[src/inc/sdc_pkg.sv]
// constants and types for the serial converter control slave
// assumes a 50 MHz system clock and a slow two-wire bus sampled by it
// How it works
// The block is only a bus slave: it never drives the clock and drives data only to acknowledge or transmit.
// The bus clock shifts bits both in and out, and the one data line carries traffic both ways.
// The block answers to the seven-bit address 1001000b, held as a build-time constant.
// A host writes one byte as start, address with write bit, command byte, data byte, stop, each byte acknowledged.
// A received data byte goes into the register chosen by the command byte earlier in the same write.
// A 10-bit output code is held and presented to the converter, full scale being code over 1024 of reference.
// Setting the standby request bit enters standby and clearing it returns to normal operation.
// Conversion is halted while in standby.
// The serial port keeps working fully during standby.
// A power-on reset puts every register into a known state, typically 500 us after supply rise.
// The stored output code is kept unchanged across standby entry and exit.
// Data bytes with an unknown command code are ignored while the transaction completes normally.
// Command 00h selects the code register and command 01h selects the setup register, for reads and writes.
// Setup bit 0 is the standby request, reset to 0, and bits 7 to 1 read as zero.
// The code travels as two bytes: bits 9..2 first, then bits 1..0 in the top two positions of the second.
// The address byte is acknowledged only on a match of its seven bits; the eighth bit is 1 for read.
package sdc_pkg;
  localparam logic [6:0] DEV_ADDR = 7'h48;
  localparam logic [7:0] CMD_CODE = 8'h00;
  localparam logic [7:0] CMD_SETUP = 8'h01;
  localparam logic [7:0] CMD_RST = 8'hFF;
  localparam int STBY_BIT = 0;
  localparam logic [9:0] CODE_RST = 10'h000;
  localparam logic STBY_RST = 1'b0;
  localparam int CLK_MHZ = 50;
  localparam int POR_US = 500;
  localparam int POR_CYC = POR_US * CLK_MHZ;
  typedef enum logic [2:0] {
    ST_IDLE = 3'b000,
    ST_ADDR = 3'b001,
    ST_AACK = 3'b011,
    ST_RX = 3'b010,
    ST_RACK = 3'b110,
    ST_TX = 3'b111,
    ST_TACK = 3'b101
  } sdc_state_t;
endpackage

[src/logic/sdc_slave.sv]
// two-wire slave port, code register and standby control of the converter
// assumes open-drain bus lines pulled up outside; the bus clock is far slower than clock
`timescale 1ns/1ps
module sdc_slave #(
  parameter int POR_CYCLES = sdc_pkg::POR_CYC
) (
  // clock and reset
  input wire logic clock,
  input wire logic rst,
  // bus pins
  input wire logic scl_in,
  input wire logic sda_in,
  output logic sda_out,
  output logic sda_oe_n,
  // converter side
  output logic [9:0] dac_code,
  output logic dac_run,
  output logic standby,
  output logic por_done
);
  logic scl_lvl, scl_rise, scl_fall;
  logic sda_lvl, sda_rise, sda_fall;
  sdc_sync u_scl (.clock(clock), .rst(rst), .pin_in(scl_in), .level(scl_lvl), .rise(scl_rise), .fall(scl_fall));
  sdc_sync u_sda (.clock(clock), .rst(rst), .pin_in(sda_in), .level(sda_lvl), .rise(sda_rise), .fall(sda_fall));

  sdc_pkg::sdc_state_t state_reg;
  logic [7:0] shift_reg;
  logic [3:0] bit_reg;
  logic [7:0] cmd_reg;
  logic [1:0] byte_reg;
  logic rw_reg;
  logic [7:0] first_reg;
  logic [9:0] code_reg;
  logic stby_reg;
  logic drive_low_reg;
  logic [31:0] por_cnt_reg;
  logic por_reg;
  logic run_reg;

  wire start_c = sda_fall & scl_lvl;
  wire stop_c = sda_rise & scl_lvl;

  // byte the slave would send for a command; second code byte carries the two low bits on top
  function automatic logic [7:0] read_byte(input logic [7:0] cmd, input logic second, input logic [9:0] code,
                                           input logic sb);
    logic [7:0] r;
    r = 8'h00;
    if (cmd == sdc_pkg::CMD_CODE) begin
      r = second ? {code[1:0], 6'h00} : code[9:2];
    end else if (cmd == sdc_pkg::CMD_SETUP) begin
      r = {7'h00, sb};
    end
    return r;
  endfunction

  // first byte of a read; a function result cannot be bit-selected directly
  logic [7:0] first_tx;
  assign first_tx = read_byte(cmd_reg, 1'b0, code_reg, stby_reg);

  // power-on delay: registers hold reset values until it runs out
  always_ff @(posedge clock) begin
    if (rst) begin
      por_cnt_reg <= 32'h0;
      por_reg <= 1'b0;
    end else if (!por_reg) begin
      if (por_cnt_reg == 32'(POR_CYCLES - 1)) por_reg <= 1'b1;
      por_cnt_reg <= por_cnt_reg + 32'h1;
    end
  end

  // protocol engine; all bit timing comes from the master's clock edges
  always_ff @(posedge clock) begin
    if (rst || !por_reg) begin
      state_reg <= sdc_pkg::ST_IDLE;
      shift_reg <= 8'h00;
      bit_reg <= 4'h0;
      cmd_reg <= sdc_pkg::CMD_RST;
      byte_reg <= 2'h0;
      rw_reg <= 1'b0;
      first_reg <= 8'h00;
      code_reg <= sdc_pkg::CODE_RST;
      stby_reg <= sdc_pkg::STBY_RST;
      drive_low_reg <= 1'b0;
    end else if (start_c) begin
      state_reg <= sdc_pkg::ST_ADDR;
      bit_reg <= 4'h0;
      drive_low_reg <= 1'b0;
    end else if (stop_c) begin
      state_reg <= sdc_pkg::ST_IDLE;
      drive_low_reg <= 1'b0;
    end else begin
      case (state_reg)
        sdc_pkg::ST_ADDR, sdc_pkg::ST_RX: begin
          if (scl_rise) begin
            shift_reg <= {shift_reg[6:0], sda_lvl};
            bit_reg <= bit_reg + 4'h1;
          end else if (scl_fall && bit_reg == 4'h8) begin
            if (state_reg == sdc_pkg::ST_ADDR) begin
              if (shift_reg[7:1] == sdc_pkg::DEV_ADDR) begin
                rw_reg <= shift_reg[0];
                byte_reg <= 2'h0;
                drive_low_reg <= 1'b1;
                state_reg <= sdc_pkg::ST_AACK;
              end else begin
                state_reg <= sdc_pkg::ST_IDLE;
              end
            end else begin
              drive_low_reg <= 1'b1;
              state_reg <= sdc_pkg::ST_RACK;
              if (byte_reg == 2'h0) begin
                cmd_reg <= shift_reg;
              end else if (cmd_reg == sdc_pkg::CMD_SETUP) begin
                stby_reg <= shift_reg[sdc_pkg::STBY_BIT];
              end else if (cmd_reg == sdc_pkg::CMD_CODE) begin
                if (byte_reg == 2'h1) first_reg <= shift_reg;
                else code_reg <= {first_reg, shift_reg[7:6]};
              end
              if (byte_reg != 2'h3) byte_reg <= byte_reg + 2'h1;
            end
          end
        end
        sdc_pkg::ST_AACK, sdc_pkg::ST_RACK: begin
          if (scl_fall) begin
            bit_reg <= 4'h0;
            if (state_reg == sdc_pkg::ST_AACK && rw_reg) begin
              shift_reg <= first_tx;
              drive_low_reg <= ~first_tx[7];
              byte_reg <= 2'h1;
              state_reg <= sdc_pkg::ST_TX;
            end else begin
              drive_low_reg <= 1'b0;
              state_reg <= sdc_pkg::ST_RX;
            end
          end
        end
        sdc_pkg::ST_TX: begin
          if (scl_fall) begin
            bit_reg <= bit_reg + 4'h1;
            if (bit_reg == 4'h7) begin
              drive_low_reg <= 1'b0;
              state_reg <= sdc_pkg::ST_TACK;
            end else begin
              shift_reg <= {shift_reg[6:0], 1'b0};
              drive_low_reg <= ~shift_reg[6];
            end
          end
        end
        sdc_pkg::ST_TACK: begin
          if (scl_rise) begin
            if (sda_lvl) begin
              state_reg <= sdc_pkg::ST_IDLE; // master nack ends the read
            end else begin
              shift_reg <= read_byte(cmd_reg, byte_reg[0], code_reg, stby_reg);
              byte_reg <= 2'h2;
            end
          end else if (scl_fall) begin
            bit_reg <= 4'h0;
            drive_low_reg <= ~shift_reg[7];
            state_reg <= sdc_pkg::ST_TX;
          end
        end
        default: state_reg <= sdc_pkg::ST_IDLE;
      endcase
    end
  end

  // standby only gates the converter; the code register is untouched
  always_ff @(posedge clock) begin
    if (rst) run_reg <= 1'b0;
    else run_reg <= por_reg & ~stby_reg;
  end

  always_ff @(posedge clock) begin
    if (rst) begin
      sda_out <= 1'b0;
      sda_oe_n <= 1'b1;
      dac_code <= sdc_pkg::CODE_RST;
      standby <= 1'b0;
      por_done <= 1'b0;
    end else begin
      sda_out <= 1'b0;
      sda_oe_n <= ~drive_low_reg;
      dac_code <= code_reg;
      standby <= stby_reg;
      por_done <= por_reg;
    end
  end
  assign dac_run = run_reg;

  chk_standby_halts: assert property (@(posedge clock) disable iff (rst)
    stby_reg |-> ##1 !dac_run) else $error("converter runs in standby");
  chk_code_kept: assert property (@(posedge clock) disable iff (rst)
    $rose(stby_reg) |-> ##[1:2] $stable(dac_code)) else $error("code changed at standby");
  chk_never_high: assert property (@(posedge clock) disable iff (rst)
    !sda_oe_n |-> sda_out == 1'b0) else $error("data driven high");
  chk_addr_ack: assert property (@(posedge clock) disable iff (rst)
    state_reg == sdc_pkg::ST_AACK |-> shift_reg[7:1] == sdc_pkg::DEV_ADDR) else $error("ack on wrong address");
  chk_por_hold: assert property (@(posedge clock) disable iff (rst)
    !por_reg |-> code_reg == sdc_pkg::CODE_RST && !stby_reg) else $error("registers not reset");
  chk_idle_release: assert property (@(posedge clock) disable iff (rst)
    state_reg == sdc_pkg::ST_IDLE |-> ##1 sda_oe_n) else $error("drive in idle");
  chk_setup_load: assert property (@(posedge clock) disable iff (rst)
    $changed(stby_reg) && por_reg |-> $past(cmd_reg) == sdc_pkg::CMD_SETUP) else $error("bad setup load");
  chk_code_load: assert property (@(posedge clock) disable iff (rst)
    $changed(code_reg) && por_reg |-> $past(cmd_reg) == sdc_pkg::CMD_CODE) else $error("bad code load");
  chk_run_follows: assert property (@(posedge clock) disable iff (rst)
    por_reg && !stby_reg |=> dac_run) else $error("converter idle in normal mode");
  chk_code_out: assert property (@(posedge clock) disable iff (rst)
    $changed(code_reg) |=> dac_code == $past(code_reg)) else $error("code not presented");
  chk_standby_out: assert property (@(posedge clock) disable iff (rst)
    $changed(stby_reg) |=> standby == $past(stby_reg)) else $error("standby not presented");
  chk_mismatch_noack: assert property (@(posedge clock) disable iff (rst)
    state_reg == sdc_pkg::ST_ADDR && scl_fall && bit_reg == 4'h8 && shift_reg[7:1] != sdc_pkg::DEV_ADDR
    |=> !drive_low_reg) else $error("ack on foreign address");
  chk_rx_ack: assert property (@(posedge clock) disable iff (rst)
    state_reg == sdc_pkg::ST_RACK |-> drive_low_reg) else $error("received byte not acked");
  chk_tx_release: assert property (@(posedge clock) disable iff (rst)
    state_reg == sdc_pkg::ST_TACK |-> !drive_low_reg) else $error("data held during master ack");
  chk_port_standby: assert property (@(posedge clock) disable iff (rst)
    stby_reg && state_reg == sdc_pkg::ST_IDLE && start_c |=> state_reg == sdc_pkg::ST_ADDR)
    else $error("port deaf in standby");
  chk_setup_zero: assert property (@(posedge clock) disable iff (rst)
    state_reg == sdc_pkg::ST_AACK && rw_reg && scl_fall && cmd_reg == sdc_pkg::CMD_SETUP
    |=> shift_reg[7:1] == 7'h00) else $error("reserved setup bits not zero");
  chk_code_first: assert property (@(posedge clock) disable iff (rst)
    state_reg == sdc_pkg::ST_AACK && rw_reg && scl_fall && cmd_reg == sdc_pkg::CMD_CODE
    |=> shift_reg == code_reg[9:2]) else $error("code read starts wrong");
  chk_por_count: assert property (@(posedge clock) disable iff (rst)
    $rose(por_reg) |-> por_cnt_reg == 32'(POR_CYCLES)) else $error("power-on delay wrong");
endmodule

[src/logic/sdc_sync.sv]
// two-flop synchroniser with edge outputs taken from the second stage onward
// assumes the input is asynchronous to clock
`timescale 1ns/1ps
module sdc_sync (
  // clock and reset
  input wire logic clock,
  input wire logic rst,
  // line in
  input wire logic pin_in,
  // conditioned outputs
  output logic level,
  output logic rise,
  output logic fall
);
  logic meta_reg;
  logic sync_reg;
  logic last_reg;
  always_ff @(posedge clock) begin
    if (rst) begin
      meta_reg <= 1'b1;
      sync_reg <= 1'b1;
      last_reg <= 1'b1;
    end else begin
      meta_reg <= pin_in;
      sync_reg <= meta_reg;
      last_reg <= sync_reg;
    end
  end
  assign level = sync_reg;
  assign rise = sync_reg & ~last_reg;
  assign fall = ~sync_reg & last_reg;
endmodule

[config.mk]
export PLATFORM = sky130hd
export DESIGN_NAME = sdc_slave
export DESIGN_NICKNAME = d
export VERILOG_FILES = /design/src/inc/sdc_pkg.sv /design/src/logic/sdc_slave.sv /design/src/logic/sdc_sync.sv
export SDC_FILE = /design/constraint.sdc
export NUM_CORES = 1
export LEC_CHECK = 0
export ABC_AREA = 0
export BUFFER_PORTS_ARGS = -buffer_cell sky130_fd_sc_hd__clkbuf_2
export CAP_MARGIN = 10
export CORE_MARGIN = 1
export CORE_UTILIZATION = 45
export CTS_CLUSTER_DIAMETER = 40
export CTS_CLUSTER_SIZE = 8
export DETAILED_ROUTE_END_ITERATION = 16
export GPL_TIMING_DRIVEN = 0
export PLACE_DENSITY_LB_ADDON = 0.3
export SETUP_SLACK_MARGIN = 0.15
export SKIP_LAST_GASP = 1
export SLEW_MARGIN = 20
export SYNTH_ARGS = -nofsm -noshare
export SYNTH_HDL_FRONTEND = slang
export SYNTH_HIERARCHICAL = 1
export SYNTH_SLANG_ARGS = --single-unit
[constraint.sdc]
create_clock -name clock -period 2.83 [get_ports clock]
set_input_delay 0.1415 -clock clock [delete_from_list [all_inputs] [get_ports clock]]
set_output_delay 0.1415 -clock clock [all_outputs]
set_load 0.005 [all_outputs]
# --- After elaboration in Yosys (flattened, before gate mapping) ---
# Cells that the tools add are included.
totals:
  in_bits: 4
  register_bits: 99
  elab_cells: 163
  out_inout_bits: 15
op_classes:
  n_bitwise: 23
  n_addsub: 3
  n_eq_ne: 36
  n_reduce_logical: 23
  n_mux: 54
op_table:
  columns: ["cell", "n"]
  rows:
  - ["$mux W8", 10]
  - ["$add A32 B1 Y32 const B", 1]
  - ["$eq A32 B15 Y1 const B", 1]
  - ["$pmux W8 S4", 1]
  - ["$mux W3", 10]
  - ["$reduce_and A10 Y1", 3]
  - ["$reduce_and A7 Y1", 4]
  - ["$ne A2 B2 Y1 const B", 13]
  - ["$mux W2", 10]
  - ["$ne A4 B4 Y1 const B", 5]
  - ["$mux W4", 4]
  - ["$not A1 Y1", 16]
  - ["$pmux W4 S4", 1]
  - ["$reduce_and A8 Y1", 2]
  - ["$mux W1", 15]
  - ["$pmux W3 S4", 1]
  - ["$reduce_and A11 Y1", 1]
  - ["$eq A3 B3 Y1 const B", 3]
  - ["$ne A3 B3 Y1 const B", 3]
  - ["$eq A8 B1 Y1 const B", 1]
  - ["$logic_not A8 Y1", 1]
  - ["$and A1 B1 Y1", 7]
  - ["$eq A7 B7 Y1 const B", 1]
  - ["$eq A3 B2 Y1 const B", 2]
  - ["20 further kinds", 23]

# --- Logic depth before layout (Yosys ltp) ---
# Gate-level depths: netlist of run 1.
logic_depth:
  depth_word: 8
  mapped_depth: 8
  ltp_nobuf: 7

# --- By module ---
# The synthesis of run 1 kept the hierarchy.
by_module_without_submodules:
  columns: ["module", "area_each_um2", "seq_area_each_um2", "cells_each", "n_inst"]
  rows:
  - ["sdc_slave", 4440.5, 1861.8, 500, 1]
  - ["sdc_sync", 92.6, 60.1, 8, 2]

# --- Worst setup path after synthesis of run 1 ---
# No wires, ideal clock.
synth_path:
  path_kind: "register to register"
  from: "register u_scl.sync_reg, in the netlist u_scl/level"
  to: "register first_reg[0]"
  t_arrival_ns: 1.858
  stages_incl_launch_ff: 8
  setup_ns: 0.128
  required_ns: 2.702
  setup_slack_ns: 0.844
  path_cell_list: "dfxtp_1 and2b_1 buf_4 and4bb_2 nand4_4 nor4_4 mux2i_1 nor2_1"
synth_between:
  elab_chain_len: 4
  elab_cells_between_ends: 10
  classes_between: "bitwise (8); reduce/logical (2)"
synth_rtl:
  columns: ["item", "line", "rtl"]
  rows:
  - ["start, declared", "sdc_sync.sv:16", "logic sync_reg;"]
  - ["start signal, assigned", "sdc_sync.sv:25", "sync_reg <= meta_reg;"]
  - ["$not A1 Y1", "sdc_sync.sv:31", "assign fall = ~sync_reg & last_reg;"]
  - ["$and A1 B1 Y1", "sdc_sync.sv:31", null]
  - ["named net scl_fall", "sdc_slave.sv:21", "logic scl_lvl, scl_rise, scl_fall;"]
  - ["$logic_and A1 B1 Y1", "sdc_slave.sv:97", "end else if (scl_fall && bit_reg == 4'h8) begin"]
  - ["$reduce_and A10 Y1 (no line)", null, null]
  - ["end signal, assigned", "sdc_slave.sv:115", "if (byte_reg == 2'h1) first_reg <= shift_reg;"]
  - ["end, declared", "sdc_slave.sv:32", "logic [7:0] first_reg;"]
# The timed path passes the listed nets, and every way through them passes these cells.
# A chain may end at the register's enable or synchronous reset.

# --- Final worst setup path of run 1 ---
layout_path:
  from: "register u_scl.sync_reg, in the netlist u_scl/level"
  to: "register byte_reg[1]"
layout_between:
  elab_cells_between_ends: 13
  classes_between: "eq/ne (4); bitwise (7); reduce/logical (2)"
layout_lines:
  columns: ["item", "line", "rtl"]
  rows:
  - ["$and A1 B1 Y1 *", "sdc_sync.sv:30", "assign rise = sync_reg & ~last_reg;"]
  - ["named net scl_rise", "sdc_slave.sv:21", null]
  - ["$ne A2 B2 Y1 (no line)", null, null]
  - ["$reduce_and A11 Y1 (no line) *", null, null]
  - ["end signal, assigned", "sdc_slave.sv:118", "if (byte_reg != 2'h3) byte_reg <= byte_reg + 2'h1;"]
  - ["end, declared", "sdc_slave.sv:30", "logic [1:0] byte_reg;"]
# The timed path passes the listed nets; every way through them passes the cells marked *.

==> results of run 1 <==
==> logic make-up after synthesis <==
| kind of cell | after synthesis |
|---|---|
| adder cells (fa/ha/maj) | 6 |
| AND/OR/NAND/NOR | 220 |
| multiplexers | 33 |
| XOR/XNOR | 28 |
| buffers and inverters | 45 |
| other | 1 |
| flip-flops | 99 |
| AO/OA/AOI/OAI | 84 |
==> how the worst min path moves through the flow <==
stage	to	depth (start not counted)
finish	u_sda/meta_reg	2
global route	u_sda/last_reg	2
CTS	u_scl/last_reg	2
floorplan	u_scl/last_reg	1
global placement	u_sda/meta_reg	2
detailed placement	u_sda/meta_reg	2
==> per-stage QoR <==
| step | setup slack (ns) | instance area, µm² |
|---|---|---|
| 6_report | 0.406 | 5100 |
| 5_1_grt | 0.259 | 5100 |
| 4_1_cts | 0.429 | 5100 |
| 3_5_place_dp | 0.449 | 4880 |
| 3_3_place_gp | 0.423 | 4880 |
| 2_1_floorplan | 0.844 | 4630 |
==> critical path: cells and delay by family, from the launching register on <==
kind,cells,cell delay (ns)
flip-flops,1,0.46
multiplexers,1,0.22
AND/OR/NAND/NOR,2,0.83
AO/OA/AOI/OAI,3,0.84
==> power breakdown <==
part | internal [mW] | total [mW] | leakage [nW] | switching, mW
Sequential | 1.40 | 1.41 | 0.799 | 0.00865
Combinational | 0.0190 | 0.0486 | 0.796 | 0.0295
Clock | 0.460 | 0.949 | 0.0998 | 0.489
Total | 1.88 | 2.40 | 1.70 | 0.527
==> metal layers <==
layer	GRT usage	wire length (µm)	vias up
li1	-	-	1894
met1	0.305	5060	1812
met2	0.335	4960	90
met3	0.0504	489	10
met4	0.0618	110	0
met5	0	0	-
==> area by class of cell <==
cell class / instances / area [µm²] / share of cell area
plain buffers: 28 / 134 / 0.0262
inverters: 17 / 63.8 / 0.0125
multi-input cells: 372 / 2450 / 0.479
clock buffers: 13 / 159 / 0.0311
clock inverters: 3 / 46.3 / 0.00907
flip-flops and latches: 99 / 1980 / 0.388
well taps: 133 / 166 / 0.0326
repair buffers: 19 / 105 / 0.0206
==> synth_stat cells, drive strengths merged (6+ instances only) <==
library cell   n
nor4          19
a32oi          7
nand4         11
inv           16
nor3          11
o21ai         16
nand2b         6
xnor2         21
nor2b         18
xor2           7
ha             6
mux2i         31
or2            8
dfxtp         99
a211oi        10
nand3         26
buf           12
nor2          54
a21oi         28
clkbuf        16
nand2         32
==> cell usage in the layout (no fill, tap or decap), drive strengths merged, types with 3 or more instances in the layout <==
cell type  synthesis  final
and3b              3      3
a21oi             28     28
and3               3      3
or3                4      4
ha                 6      6
dfxtp             99     99
or2                8      8
nand3             26     26
a211oi            10     10
a32oi              7      7
xnor2             21     21
xor2               7      7
nor2              54     54
mux2i             31     31
nand2b             6      6
and2               4      4
nor2b             18     18
buf               12     12
nand4             11     11
o221ai             3      3
clkbuf            16     46
o21ai             16     16
and4               4      4
nor3              11     11
inv               16     16
nor4              19     19
a311oi             3      3
nor3b              4      4
nand2             32     32
o211ai             3      3
==> flow_summary_export.csv, run 1 <==
group,metric,value,unit
clock_tree,cts_setup_buffers,0,
finish,drive_above_1_share,0.102,
logic_synthesis,synth_xor_area_frac,0.0530,
sta,fin_skew,0.00788,ns
critical_path,crit_path_frequent_cell,"a211oi_1",
sta,tns,0,ns
die,io_pins,19,
placement,io_buffers,17,
routing,drt_iter0_drc,262,
die,row_count,36,
clock_tree,h-tree-depth,3,
clock_tree,post_cts_resize_count,0,
clock_tree,clk_path_buf_depth,2,
sta,rsz0062_at_grt,"no",
critical_path,criticalPathCategory,"reg -> reg",
placement,place_congestion,0.819,
logic_synthesis,synth_edf_count,0,
sta,hold_viol,0,
sta,hold-worst-slack,0.0377,ns
critical_path,critPathMaxFanout,8,
critical_path,critPathLaunchType,"flip-flop",
logic_synthesis,synth_top_family_by_area,"simple AND/OR/NAND/NOR gates",
finish,fillers,934,
critical_path,timing.rr.start,"u_scl/level",
global_route,grt_pass1_wl,17.8,mm
logic_synthesis,synthCells,516,
die,dieWidth,103,µm
die,dieArea,10700,µm²
global_route,globalRouteOverflowTotal,0,
logic_synthesis,async_flop_share,0,
die,die_h,103,µm
global_route,grt_usage,0.218,
routing,routed_wl,10.6,mm
critical_path,cp_slowest_cell,"nor2b_1",
finish,nets,556,
hold_path,min_path_type,"in -> reg",
critical_path,crit_end,"byte_reg[1]",
sta,worst_slew_pin_slew,0.797,ns
logic_synthesis,synthSimpleGateAreaFrac,0.264,
finish,largest_reg_flops,32,
critical_path,r2r_setup_slack,0.41,ns
critical_path,crit_path_cell_trace,"nor2b_1, and4bb_2, a211oi_1, a211oi_1, o2111ai_1, mux2i_1",
sta,fmax,412,MHz
routing,drtAntennaViolNets,0,
power,p_per_area,471,nW/µm²
clock_tree,clock-sinks,99,
critical_path,required,3.14,ns
routing,routedWlPerCell,15.5,µm
power,ir_drop,0.209,mV
logic_synthesis,synth_fa_ha_area_frac,0.0162,
logic_synthesis,synth_top_cell_by_area,"dfxtp_1",
critical_path,cp-startpoint,"u_scl/level",
logic_synthesis,synth_area_per_cell,8.96,µm²
sta,slew_viol_final,0,
routing,firstDrtPassIters,4,
logic_synthesis,syn_nets,526,
critical_path,critPathCaptureType,"flip-flop",
sta,relSlewSlack,0.469,
clock_tree,postCtsHoldBufs,2,
job,max_cap_viol_count,0,
sta,period_share,0.857,
logic_synthesis,synth_top_area_frac,0.428,
die,initial_core_util,0.469,
clock_tree,cts_made_buffers,9,
hold_path,hold_start,"rst",
power,finalPower,2.40,mW
finish,diodes,0,
routing,via_count,3806,
routing,routed_via_density,5.56,
critical_path,reg2reg_depth,6,
sta,period_needed,2.42,ns
power,p_leak,1.70,nW
clock_tree,root_buffer,"clkbuf_8",
logic_synthesis,synth.distinct_cells,63,
logic_synthesis,synth_compound_area_frac,0.123,
placement,hpwl,7.52,mm
sta,setup_viol,0,
routing,drc,0,
die,coreArea,9860,µm²
logic_synthesis,synth-seq-area-share,0.428,
global_route,antenna_found_initial,0,
global_route,grt_pass1_vias,3558,
logic_synthesis,yosysWarnings,6,
clock_tree,clkTransAtPathRegs,0.09,ns
finish,area_delta_synth_final,10.3,%
critical_path,reg2reg_to,"byte_reg[1]",
logic_synthesis,syn_area,4630,µm²
outcome,status,"complete, no violations",
logic_synthesis,synthTopCellsByArea,"dfxtp_1, mux2i_1, nor2_1",
finish,utilization,0.517,
logic_synthesis,synth_mux_area_frac,0.0720,
critical_path,max_stage_delay,0.49,ns
global_route,grt_max_degree,16,
clock_tree,clk_latency,0.37,ns
logic_synthesis,synth-seq-cells,99,
critical_path,crit_arrival,2.73,ns
logic_synthesis,synthFlopType,"dfxtp_1",
placement,place_inst,666,
finish,instances_no_fill,684,
clock_tree,cts_tree,"done",
(Power assumes the default switching activity.)
==> inputs of run 2 (changes only) <==
- PLACE_DENSITY_LB_ADDON: 0.3 -> 0.2
==> run 2 against run 1 <==
Largest power group unchanged. Critical path type unchanged. Worst hold slack worse by 0.012 ns. Utilization increased by 0.10 points. Clock power increased by 5%.
==> flow_summary_export.csv, run 2 (same netlist as run 1, synthesis figures left out) <==
group,metric,value,unit
sta,period_needed,2.43,ns
global_route,met1_usage,0.299,
critical_path,crit_arrival,2.73,ns
critical_path,critPathMaxFanout,8,
critical_path,cp_slowest_cell,"nor2b_1",
die,coreArea,9860,µm²
routing,drtAntennaViolNets,0,
routing,drt_iter0_drc,258,
critical_path,criticalPathCategory,"reg -> reg",
die,dieArea,10700,µm²
power,ir_drop,0.227,mV
global_route,grt_max_degree,17,
clock_tree,cts_made_buffers,9,
die,io_pins,19,
critical_path,reg2reg_depth,6,
job,max_cap_viol_count,0,
finish,layout_commonest_cell,"dfxtp_1",
finish,utilization,0.518,
global_route,grt_pass1_vias,3519,
critical_path,max_stage_delay,0.48,ns
finish,largest_reg_flops,32,
hold_path,holdPathEnd,"u_sda/meta_reg",
die,initial_core_util,0.469,
clock_tree,root_buffer,"clkbuf_8",
die,die_h,103,µm
sta,slew_viol_final,0,
placement,io_buffers,17,
global_route,antenna_found_initial,0,
finish,final_area,5110,µm²
die,dieWidth,103,µm
routing,via_count,3779,
clock_tree,h-tree-depth,3,
global_route,top_usage_layer,"met2",
clock_tree,clock-sinks,99,
clock_tree,clkTransAtPathRegs,0.09,ns
sta,fin_skew,0.0128,ns
critical_path,cp-startpoint,"u_scl/level",
power,p_sw,540,µW
finish,fillers,956,
power,netSwitchingFraction,0.220,
sta,rsz0062_at_grt,"no",
finish,area_delta_synth_final,10.5,%
sta,fmax,411,MHz
global_route,grt_pass1_wl,17.7,mm
routing,drc,0,
sta,worst_slew_pin_slew,0.879,ns
global_route,grt_usage,0.217,
finish,instances_no_fill,684,
placement,place_area,4880,µm²
critical_path,timing.rr.start,"u_scl/level",
critical_path,crit_path_cell_trace,"nor2b_1, and4bb_2, a211oi_1, a211oi_1, o2111ai_1, mux2i_1",
power,power_frac_clock,0.407,
global_route,globalRouteOverflowTotal,0,
sta,tns,0,ns
routing,routedWlPerCell,15.5,µm
hold_path,holdPathStages,2,
hold_path,hold_start,"rst",
placement,hpwl,7.39,mm
critical_path,required,3.13,ns
power,p_per_area,481,nW/µm²
finish,diodes,0,
global_route,grt_use_met2,0.338,
power,p_int,1.92,mW
power,p_leak,1.71,nW
sta,hold_viol,0,
global_route,use_met3,0.0390,
critical_path,r2r_setup_slack,0.40,ns
outcome,status,"complete, no violations",
power,power_frac_comb,0.020,
critical_path,reg2reg_to,"byte_reg[1]",
critical_path,critPathCaptureType,"flip-flop",
clock_tree,clk_latency,0.38,ns
critical_path,critPathLaunchType,"flip-flop",
die,row_count,36,
sta,setup_viol,0,
finish,nets,556,
routing,routed_wl,10.6,mm
clock_tree,clk_path_buf_depth,2,
finish,layout.cells.most_common_list,"dfxtp_1, nor2_1, nand2_1",
finish,seq_area,1980,µm²
sta,period_share,0.859,
sta,hold-worst-slack,0.0256,ns
critical_path,crit_path_frequent_cell,"a211oi_1",
finish,drive_above_1_share,0.103,
sta,relSlewSlack,0.414,
routing,firstDrtPassIters,5,
routing,routed_via_density,5.52,
placement,place_congestion,0.956,
power,seqPwrFrac,0.573,
clock_tree,cts_setup_buffers,0,
hold_path,min_path_type,"in -> reg",
placement,place_inst,666,
finish,multi_input_area,2450,µm²
clock_tree,cts_tree,"done",
run 2: final cells by class:
type | instances | share of cell area
clock buffer | 10 | 0.0250
buffer | 28 | 0.0262
inverter | 17 | 0.0125
timing repair buffer | 19 | 0.0206
clock inverter | 6 | 0.0171
multi-input combinational | 372 | 0.478
sequential | 99 | 0.388
tap | 133 | 0.0326
run 2: worst max path at each step:
stage	to	slack, ns	cells past startpoint
finish	byte_reg[1]	0.40	6
global placement	first_reg[7]	0.43	6
global route	first_reg[0]	0.24	6
detailed placement	first_reg[4]	0.43	6
floorplan	first_reg[0]	0.84	7
CTS	first_reg[1]	0.41	6
run 2: metrics by stage:
step           total power, mW  setup WS [ns]
6_report                  2.46          0.399
5_1_grt                   2.54          0.239
4_1_cts                   2.49          0.414
3_5_place_dp              1.49          0.429
3_3_place_gp              1.49          0.430
2_1_floorplan             1.47          0.844
run 2: layer usage:
| metal | wire, µm | up-vias |
|---|---|---|
| li1 | - | 1905 |
| met1 | 5330 | 1788 |
| met2 | 4750 | 71 |
| met3 | 371 | 15 |
| met4 | 150 | 0 |
| met5 | 0 | - |
run 2: worst max-delay path: cells and delay by family (launching register included):
kind,cells,cell delay [ns]
AO/OA/AOI/OAI,3,0.84
AND/OR/NAND/NOR,2,0.82
flip-flops,1,0.46
multiplexers,1,0.23
run 2: power by group through the flow:
stage               Combinational [mW]  Clock [mW]  Sequential [mW]
detailed placement              0.0478           0             1.44
finish                          0.0495        1.00             1.41
global route                    0.0554        1.07             1.41
CTS                             0.0500        1.03             1.41
global placement                0.0470           0             1.44
floorplan                       0.0340           0             1.44
run 2: what timing repair did:
action                                  CTS  global route
hold endpoints to repair                  2             0
endpoints found under the setup margin    0             0
resized for setup                         0             0
hold buffers                              2             0
